### src/rtl/three_pin_io_port_map.svh
// Purpose: Addresses, field codes and reset values of the three-pin port.
// Assumes: Byte addresses on a 16-bit register port.
// Notes:   Definitions only.
// Notes on behaviour
// - Each pin's direction bit alone picks input or output for that pin.
// - Output drive codes: 00 hi-z, 01 P open drain, 10 N open drain, 11 CMOS.
// - Input codes: 00 hi-z, 01 pull-down, 10 pull-up, 11 hi-z.
// - Reset gives hi-z output; direction, drive and function registers cleared.
// - Output pins drive the data register bit, shaped by the driver style.
// - Reading data returns the live pin level for input pins.
// - Pin 2 functions: GPIO, prohibited, external clock input, comparator 0.
// - Pin 1 functions: GPIO, prohibited, low-speed clock, timer F.
// - Pin 0 functions: GPIO, PWM C, high-speed clock, timer 9.
// - Prohibited code ignores data; hi-z for hi-z/P drive, low for N and CMOS drive.
// - Drive and function low bytes also take 16-bit word access.
// - Each pin has its own interrupt with its own enable.
// - Interrupt edge is rising, falling or both, sampled or not.
// - Sampled mode samples on tick falls; two equal samples qualify.
// - Sampled request follows the second qualifying tick fall.
// - Direction 0 is output and reset state; 1 is input.
// - Reading data returns the written value for output pins.
`ifndef THREE_PIN_IO_PORT_MAP_SVH
`define THREE_PIN_IO_PORT_MAP_SVH

`define ADDR_DATA      16'hf250
`define ADDR_DIR       16'hf251
`define ADDR_DRV_LO    16'hf252
`define ADDR_DRV_HI    16'hf253
`define ADDR_FN_LO     16'hf254
`define ADDR_FN_HI     16'hf255
`define ADDR_EDGE_RISE 16'hf2e0
`define ADDR_EDGE_FALL 16'hf2e1
`define ADDR_EDGE_SAMP 16'hf2e2
`define ADDR_IRQ_STAT  16'hf2e3
`define ADDR_IRQ_MASK  16'hf2e4

`define DRV_HIZ  2'h0
`define DRV_PCH  2'h1
`define DRV_NCH  2'h2
`define DRV_CMOS 2'h3

`define FN_GPIO 2'h0
`define FN_ALT1 2'h1
`define FN_ALT2 2'h2
`define FN_ALT3 2'h3

`define PIN_RESET 3'h0

`endif

### src/rtl/three_pin_io_port_pkg.sv
// Purpose: Types of the three-pin port.
// Assumes: Three pins, byte registers.
// Notes:   The whole block state is one packed struct.
`default_nettype none

package three_pin_io_port_pkg;

    typedef logic [2:0] pin_vec_t;

    typedef struct packed {
        pin_vec_t    data;
        pin_vec_t    dir;
        pin_vec_t    drv_lo;
        pin_vec_t    drv_hi;
        pin_vec_t    fn_lo;
        pin_vec_t    fn_hi;
        pin_vec_t    rise_en;
        pin_vec_t    fall_en;
        pin_vec_t    samp_en;
        pin_vec_t    status;
        pin_vec_t    mask;
        pin_vec_t    pin_prev;
        pin_vec_t    samp_prev;
        pin_vec_t    qual;
        logic        tick_prev;
        logic [15:0] rdata;
        pin_vec_t    pin_o;
        pin_vec_t    pin_oe;
        pin_vec_t    pull_up;
        pin_vec_t    pull_down;
        logic        ext_clk;
    } state_t;

endpackage : three_pin_io_port_pkg

`default_nettype wire

### src/rtl/three_pin_io_port.sv
// Purpose: Three-pin I/O port with drive styles, pin functions, pin interrupts.
// Assumes: Pins and tick are synchronous to clock_in.
// Notes:   Pin drive is registered, so it follows a register write by one cycle.
//
// The address-and-strobe port was decided locally.
`default_nettype none
`include "three_pin_io_port_map.svh"

module three_pin_io_port #(
    parameter int ADDR_WIDTH = 16
) (
    input  wire logic                                 clock_in,
    input  wire logic                                 nrst_in,
    input  wire logic [ADDR_WIDTH-1:0]                addr_in,
    input  wire logic [15:0]                          wdata_in,
    input  wire logic                                 wr_in,
    input  wire logic                                 rd_in,
    input  wire logic                                 word_in,
    output logic      [15:0]                          rdata_out,
    input  wire three_pin_io_port_pkg::pin_vec_t      port_pin_in,
    output three_pin_io_port_pkg::pin_vec_t           port_pin_out,
    output three_pin_io_port_pkg::pin_vec_t           port_pin_oe_out,
    output three_pin_io_port_pkg::pin_vec_t           pull_up_out,
    output three_pin_io_port_pkg::pin_vec_t           pull_down_out,
    input  wire logic                                 pwm_channel_c_out_in,
    input  wire logic                                 high_speed_clock_out_in,
    input  wire logic                                 timer_nine_out_in,
    input  wire logic                                 low_speed_clock_out_in,
    input  wire logic                                 timer_f_out_in,
    input  wire logic                                 comparator_zero_result_in,
    output logic                                      external_clock_in_out,
    input  wire logic                                 sixteen_khz_tick_in,
    output three_pin_io_port_pkg::pin_vec_t           pin_interrupt_out,
    output logic                                      irq_out
);
    import three_pin_io_port_pkg::*;

    initial begin
        if (ADDR_WIDTH < 16) begin
            $error("ADDR_WIDTH must be at least 16");
        end
    end

    state_t            st;
    state_t            next_st;
    logic   [15:0]     addr;
    pin_vec_t          lvl;
    pin_vec_t          proh;
    pin_vec_t          ev;
    pin_vec_t          clr;
    pin_vec_t          next_qual;
    logic              tick_fall;
    logic   [1:0]      drv;
    logic              byte_wr;
    logic              word_wr;

    assign addr = addr_in[15:0];

    ////////////////////////////////////////////////////////////////////////
    // Next state
    always_comb begin
        next_st   = st;
        lvl       = st.data;
        proh      = '0;
        ev        = '0;
        clr       = '0;
        next_qual = st.qual;
        drv       = `DRV_HIZ;
        byte_wr   = wr_in && !word_in;
        word_wr   = wr_in && word_in;
        tick_fall = st.tick_prev && !sixteen_khz_tick_in;

        // Read data stands one cycle after the strobe, zero otherwise
        next_st.rdata = '0;
        if (rd_in && !word_in) begin
            case (addr)
                // Input pins show the live level, outputs the stored bit
                `ADDR_DATA:      next_st.rdata[2:0] = (port_pin_in & st.dir) |
                                                      (st.data & ~st.dir);
                `ADDR_DIR:       next_st.rdata[2:0] = st.dir;
                `ADDR_DRV_LO:    next_st.rdata[2:0] = st.drv_lo;
                `ADDR_DRV_HI:    next_st.rdata[2:0] = st.drv_hi;
                `ADDR_FN_LO:     next_st.rdata[2:0] = st.fn_lo;
                `ADDR_FN_HI:     next_st.rdata[2:0] = st.fn_hi;
                `ADDR_EDGE_RISE: next_st.rdata[2:0] = st.rise_en;
                `ADDR_EDGE_FALL: next_st.rdata[2:0] = st.fall_en;
                `ADDR_EDGE_SAMP: next_st.rdata[2:0] = st.samp_en;
                `ADDR_IRQ_STAT:  next_st.rdata[2:0] = st.status;
                `ADDR_IRQ_MASK:  next_st.rdata[2:0] = st.mask;
                default:         next_st.rdata = '0;
            endcase
        end else if (rd_in) begin
            // Word reads exist only on the two even control addresses
            case (addr)
                `ADDR_DRV_LO: next_st.rdata = {5'h00, st.drv_hi,
                                               5'h00, st.drv_lo};
                `ADDR_FN_LO:  next_st.rdata = {5'h00, st.fn_hi,
                                               5'h00, st.fn_lo};
                default:      next_st.rdata = '0;
            endcase
        end

        // Byte writes; upper bits are simply not stored
        if (byte_wr) begin
            case (addr)
                `ADDR_DATA:      next_st.data    = wdata_in[2:0];
                `ADDR_DIR:       next_st.dir     = wdata_in[2:0];
                `ADDR_DRV_LO:    next_st.drv_lo  = wdata_in[2:0];
                `ADDR_DRV_HI:    next_st.drv_hi  = wdata_in[2:0];
                `ADDR_FN_LO:     next_st.fn_lo   = wdata_in[2:0];
                `ADDR_FN_HI:     next_st.fn_hi   = wdata_in[2:0];
                `ADDR_EDGE_RISE: next_st.rise_en = wdata_in[2:0];
                `ADDR_EDGE_FALL: next_st.fall_en = wdata_in[2:0];
                `ADDR_EDGE_SAMP: next_st.samp_en = wdata_in[2:0];
                `ADDR_IRQ_STAT:  clr             = wdata_in[2:0];
                `ADDR_IRQ_MASK:  next_st.mask    = wdata_in[2:0];
                default:         next_st.mask    = st.mask;
            endcase
        end

        // Word writes fill the even byte and its companion together
        if (word_wr) begin
            case (addr)
                `ADDR_DRV_LO: begin
                    next_st.drv_lo = wdata_in[2:0];
                    next_st.drv_hi = wdata_in[10:8];
                end
                `ADDR_FN_LO: begin
                    next_st.fn_lo = wdata_in[2:0];
                    next_st.fn_hi = wdata_in[10:8];
                end
                default: next_st.fn_lo = st.fn_lo;
            endcase
        end

        // Sampled level qualifies only after two equal tick samples
        next_st.tick_prev = sixteen_khz_tick_in;
        next_st.pin_prev  = port_pin_in;
        if (tick_fall) begin
            next_st.samp_prev = port_pin_in;
            next_qual = (port_pin_in & st.samp_prev) |
                        (st.qual & (port_pin_in ^ st.samp_prev));
        end
        next_st.qual = next_qual;

        // Edge events, sampled or direct per pin
        for (int i = 0; i < 3; i++) begin
            if (st.samp_en[i]) begin
                ev[i] = (st.rise_en[i] && next_qual[i] && !st.qual[i]) ||
                        (st.fall_en[i] && !next_qual[i] && st.qual[i]);
            end else begin
                ev[i] = (st.rise_en[i] && port_pin_in[i] && !st.pin_prev[i]) ||
                        (st.fall_en[i] && !port_pin_in[i] && st.pin_prev[i]);
            end
        end
        // A new event wins over a clear in the same cycle
        next_st.status = (st.status & ~clr) | ev;

        // Function level per pin; an unused source leaves the data bit
        case ({st.fn_hi[0], st.fn_lo[0]})
            `FN_ALT1: lvl[0] = pwm_channel_c_out_in;
            `FN_ALT2: lvl[0] = high_speed_clock_out_in;
            `FN_ALT3: lvl[0] = timer_nine_out_in;
            default:  lvl[0] = st.data[0];
        endcase
        case ({st.fn_hi[1], st.fn_lo[1]})
            `FN_ALT1: proh[1] = 1'b1;
            `FN_ALT2: lvl[1]  = low_speed_clock_out_in;
            `FN_ALT3: lvl[1]  = timer_f_out_in;
            default:  lvl[1]  = st.data[1];
        endcase
        case ({st.fn_hi[2], st.fn_lo[2]})
            `FN_ALT1: proh[2] = 1'b1;
            `FN_ALT3: lvl[2]  = comparator_zero_result_in;
            default:  lvl[2]  = st.data[2];
        endcase
        next_st.ext_clk = ({st.fn_hi[2], st.fn_lo[2]} == `FN_ALT2) &&
                          port_pin_in[2];

        // Driver and termination per pin
        for (int i = 0; i < 3; i++) begin
            drv = {st.drv_hi[i], st.drv_lo[i]};
            next_st.pin_o[i]     = 1'b0;
            next_st.pin_oe[i]    = 1'b0;
            next_st.pull_up[i]   = 1'b0;
            next_st.pull_down[i] = 1'b0;
            if (st.dir[i]) begin
                next_st.pull_down[i] = (drv == `DRV_PCH);
                next_st.pull_up[i]   = (drv == `DRV_NCH);
            end else if (proh[i]) begin
                // Pulled low for N and CMOS drive, floating otherwise
                next_st.pin_oe[i] = (drv == `DRV_NCH) || (drv == `DRV_CMOS);
            end else begin
                case (drv)
                    `DRV_PCH: begin
                        next_st.pin_o[i]  = 1'b1;
                        next_st.pin_oe[i] = lvl[i];
                    end
                    `DRV_NCH:  next_st.pin_oe[i] = !lvl[i];
                    `DRV_CMOS: begin
                        next_st.pin_o[i]  = lvl[i];
                        next_st.pin_oe[i] = 1'b1;
                    end
                    default:   next_st.pin_oe[i] = 1'b0;
                endcase
            end
        end
    end

    ////////////////////////////////////////////////////////////////////////
    // State register; reset clears everything, pins float as outputs
    always_ff @(posedge clock_in or negedge nrst_in) begin
        if (!nrst_in) begin
            st <= '0;
        end else begin
            st <= next_st;
        end
    end

    ////////////////////////////////////////////////////////////////////////
    // Outputs
    assign rdata_out             = st.rdata;
    assign port_pin_out          = st.pin_o;
    assign port_pin_oe_out       = st.pin_oe;
    assign pull_up_out           = st.pull_up;
    assign pull_down_out         = st.pull_down;
    assign external_clock_in_out = st.ext_clk;
    // Level interrupt; mask bit 1 lets the pin through
    assign pin_interrupt_out     = st.status & st.mask;
    assign irq_out               = |(st.status & st.mask);
endmodule : three_pin_io_port

`default_nettype wire

### config.mk
export PLATFORM = sky130hd
export DESIGN_NAME = three_pin_io_port
export DESIGN_NICKNAME = d
export VERILOG_FILES = /design/src/rtl/three_pin_io_port_pkg.sv /design/src/rtl/three_pin_io_port.sv
export VERILOG_INCLUDE_DIRS = /design/src /design/src/rtl
export SDC_FILE = /design/constraint.sdc
export NUM_CORES = 1
export LEC_CHECK = 0
export BUFFER_PORTS_ARGS = -buffer_cell sky130_fd_sc_hd__buf_2
export CORE_UTILIZATION = 54
export DETAILED_ROUTE_END_ITERATION = 12
export PLACE_DENSITY = 0.8
export SYNTH_ARGS = -nofsm -noshare
export SYNTH_HDL_FRONTEND = slang
export SYNTH_SLANG_ARGS = --single-unit
### constraint.sdc
create_clock -name clock_in -period 1.9 [get_ports clock_in]
set_clock_uncertainty 0.05 [all_clocks]
set_input_delay 0.38 -clock clock_in [delete_from_list [all_inputs] [get_ports clock_in]]
set_output_delay 0.38 -clock clock_in [all_outputs]
set_load 0.03 [all_outputs]
==> key figures <==
Outcome
  – Status: complete, no violations

CTS
  – Setup bufs post-CTS: 0
  – Clock tree from TritonCTS: done
  – Clk root buf: clkbuf_8
  – Clk sinks: 62
  – Clock-pin slew of the registers on the worst-case setup and hold paths: 0.07 ns
  – Htree depth: 3
  – Num CTS Buffers: 9
  – Clk_lat worst skew: 0.34 ns
  – CTS max path bufs: 2

STA
  – RSZ-0062 raised after global routing: no
  – Final Hold Viols: 0
  – Period utilization: 96.4%
  – WHS: 0.121 ns
  – Slew Limit Fails: 0
  – Fmax achieved: 546 MHz
  – Final min period: 1.83 ns
  – # setup viols final: 0

Floorplanning
  – Starting Density: 56.4%
  – Die Wd: 80.9 µm
  – Rows: 28
  – Core box area: 5960 µm²
  – IO Pins: 80
  – Die span in y: 80.9 µm
  – Die area: 6550 µm²

Detailed routing
  – Via Count: 2696
  – First-pass detailed-route iteration total: 5
  – Wire per inst: 16.5 µm
  – Via density: 5.69
  – Routed WL: 7830 µm
  – Final antenna-violating net count: 0
  – Drt first-iter violations: 180
  – # DRC: 0

Setup path
  – CP startpoint kind: flop
  – Worst path cell trace: and2_1 -> nor3_2 -> inv_1 -> buf_2
  – Critical path fanouts, max: 3
  – CP bufs+invs: 2
  – Crit path max-delay family: flip-flops
  – Worst reg-to-reg setup slack: 0.32 ns
  – Crit Path Class: reg -> out
  – Critical path's slowest cell: dfrtp_1
  – CP required: 1.47 ns
  – Setup crit end kind: output port
  – Critical path's largest stage delay: 0.43 ns
  – CP Data Arrival Time: 1.40 ns

Power and ir drop
  – Tot Pwr: 0.00296 W
  – Peak supply drop: 0.645 mV
  – Leakage: 2.02 nW
  – Pwr/cell area: 747 nW/µm²

Yosys
  – Post-synth top area cell: dfrtp_1
  – Top_reg_cell synth: dfrtp_1
  – Synth top area cells: dfrtp_1 46%, mux2_2 9.0%, buf_4 6.7%
  – Distinct cells, synth: 46
  – Post-synth ARST share: 100%
  – Seq/Total Area, Yosys: 46.1%
  – Flops & latches, synth: 62
  – Top cell type's share of synthesized area: 46.1%
  – YS warnings: 0
  – EDFF count, synth: 0
  – Mean post-synth cell area: 10.2 µm²
  – Mapped cell area: 3360 µm²
  – Synth Instances: 328

Placed design
  – Area post-placement: 3710 µm²
  – Final Wtd Congestion: 0.963
  – DP HPWL: 5800 µm
  – IO Port Bufs: 59

Layout
  – Ant diodes: 0
  – Post-route core utilization: 66.5%
  – Share of cells above drive strength 1: 32.8%
  – Most frequent cells in the layout: 62 x dfrtp_1, 59 x buf_2, 46 x nand2_1
  – # fillers: 486
  – Final instance area: 3960 µm²
  – Commonest non-fill, non-tap cell in the layout: dfrtp_1
  – Synthesis-to-layout area growth: 17.8%
  – Nets@finish: 444

GRT
  – First-pass GRT wire length: 12400 µm
  – Gr ovfl total: 0
  – Largest net degree at the start of global routing: 63
  – GRT Util Overall: 25.6%
  – Initial antenna violation count: 0
  – Vias in the first global route: 2582

Hold path
  – HP Class: in -> reg

Run
  – MaxCap Viol Count: 0
==> per-stage QoR <==
| step | worst slack, ns | cells | setup TNS [ns] |
|---|---|---|---|
| floorplan | 0.207 | 337 | 0 |
| global placement | 0.0204 | 457 | 0 |
| detailed placement | -0.0270 | 457 | -0.0270 |
| CTS | 0.00202 | 474 | 0 |
| global route | 0.0140 | 474 | 0 |
| finish | 0.0692 | 474 | 0 |
==> cells in the mapped netlist, types with 3 or more instances <==
master	instances
a21oi_1	9
a22oi_1	13
and2_1	6
and3_1	5
buf_2	3
buf_4	30
clkbuf_1	3
dfrtp_1	62
ha_1	3
inv_1	4
mux2_2	27
mux2i_1	10
nand2_1	46
nand3_1	8
nand4_1	3
nor2_1	24
nor2b_1	9
nor3_1	4
nor3b_1	8
o21ai_0	15
==> state kept, by name, indices dropped and copies added (netlist names), named ones only <==
register and cells:
drv 1, external_clock_in_out 1, port_pin_oe_out 3, port_pin_out 3
pull_down_out 3, pull_up_out 3, rdata_out 6, st 36
==> cells by family (layout without fill, tap and decap cells) <==
kind of cell	after synthesis	count (layout)	share of synthesized area (%)
adder cells (fa/ha/maj)	3	3	1.12
AND/OR/NAND/NOR	128	128	20.5
AO/OA/AOI/OAI	55	55	10.8
multiplexers	39	39	13.4
buffers and inverters	40	102	7.93
other	1	10	0.112
flip-flops	62	62	46.1
==> worst paths after layout <==
check,cells past startpoint,endpoint,from
setup / recovery,4,irq_out,st[43]
hold / removal,1,st[29],sixteen_khz_tick_in
setup reg to reg,5,rdata_out[0],st[66]
hold reg to reg,2,st[35],st[35]
max in group asynchronous,3,st[55],nrst_in
min in group asynchronous,3,st[38],nrst_in
==> metal layers <==
layer | vias to the layer above | GRT usage [%] | wire length (µm)
li1 | 1282 | - | -
met1 | 1268 | 32.4 | 3380
met2 | 122 | 41.2 | 3750
met3 | 24 | 6.07 | 499
met4 | 0 | 12.0 | 201
met5 | - | 0 | 0
==> worst register-to-register path: stages, from the launching register on <==
cell       delay (ns)
dfrtp_1          0.35
mux2_2           0.35
a222oi_1         0.32
nand3_1          0.13
a2bb2oi_1        0.17
o22ai_1          0.10
==> layout make-up <==
type / instances / area [µm²] / area share (%)
sequential: 62 / 1550 / 39.2
clock inverter: 3 / 65.1 / 1.64
tap: 75 / 93.8 / 2.37
timing repair buffer: 82 / 483 / 12.2
clock buffer: 13 / 169 / 4.27
inverter: 4 / 15.0 / 0.379
multi-input combinational: 235 / 1580 / 40.0
==> repair_timing <==
| item | CTS | global route |
|---|---|---|
| hold buffers | 1 | 0 |
| hold endpoints to repair | 27 | 0 |
| resized for setup | 0 | 1 |
| setup endpoints to repair | 0 | 1 |
==> power breakdown <==
| group | total (W) | switching (W) | internal, W |
|---|---|---|---|
| clock network | 0.00135 | 0.000510 | 0.000845 |
| registers | 0.00137 | 0.0000180 | 0.00135 |
| logic | 0.000238 | 0.000153 | 0.0000859 |
No activity file was read; power rests on OpenSTA's default activity.
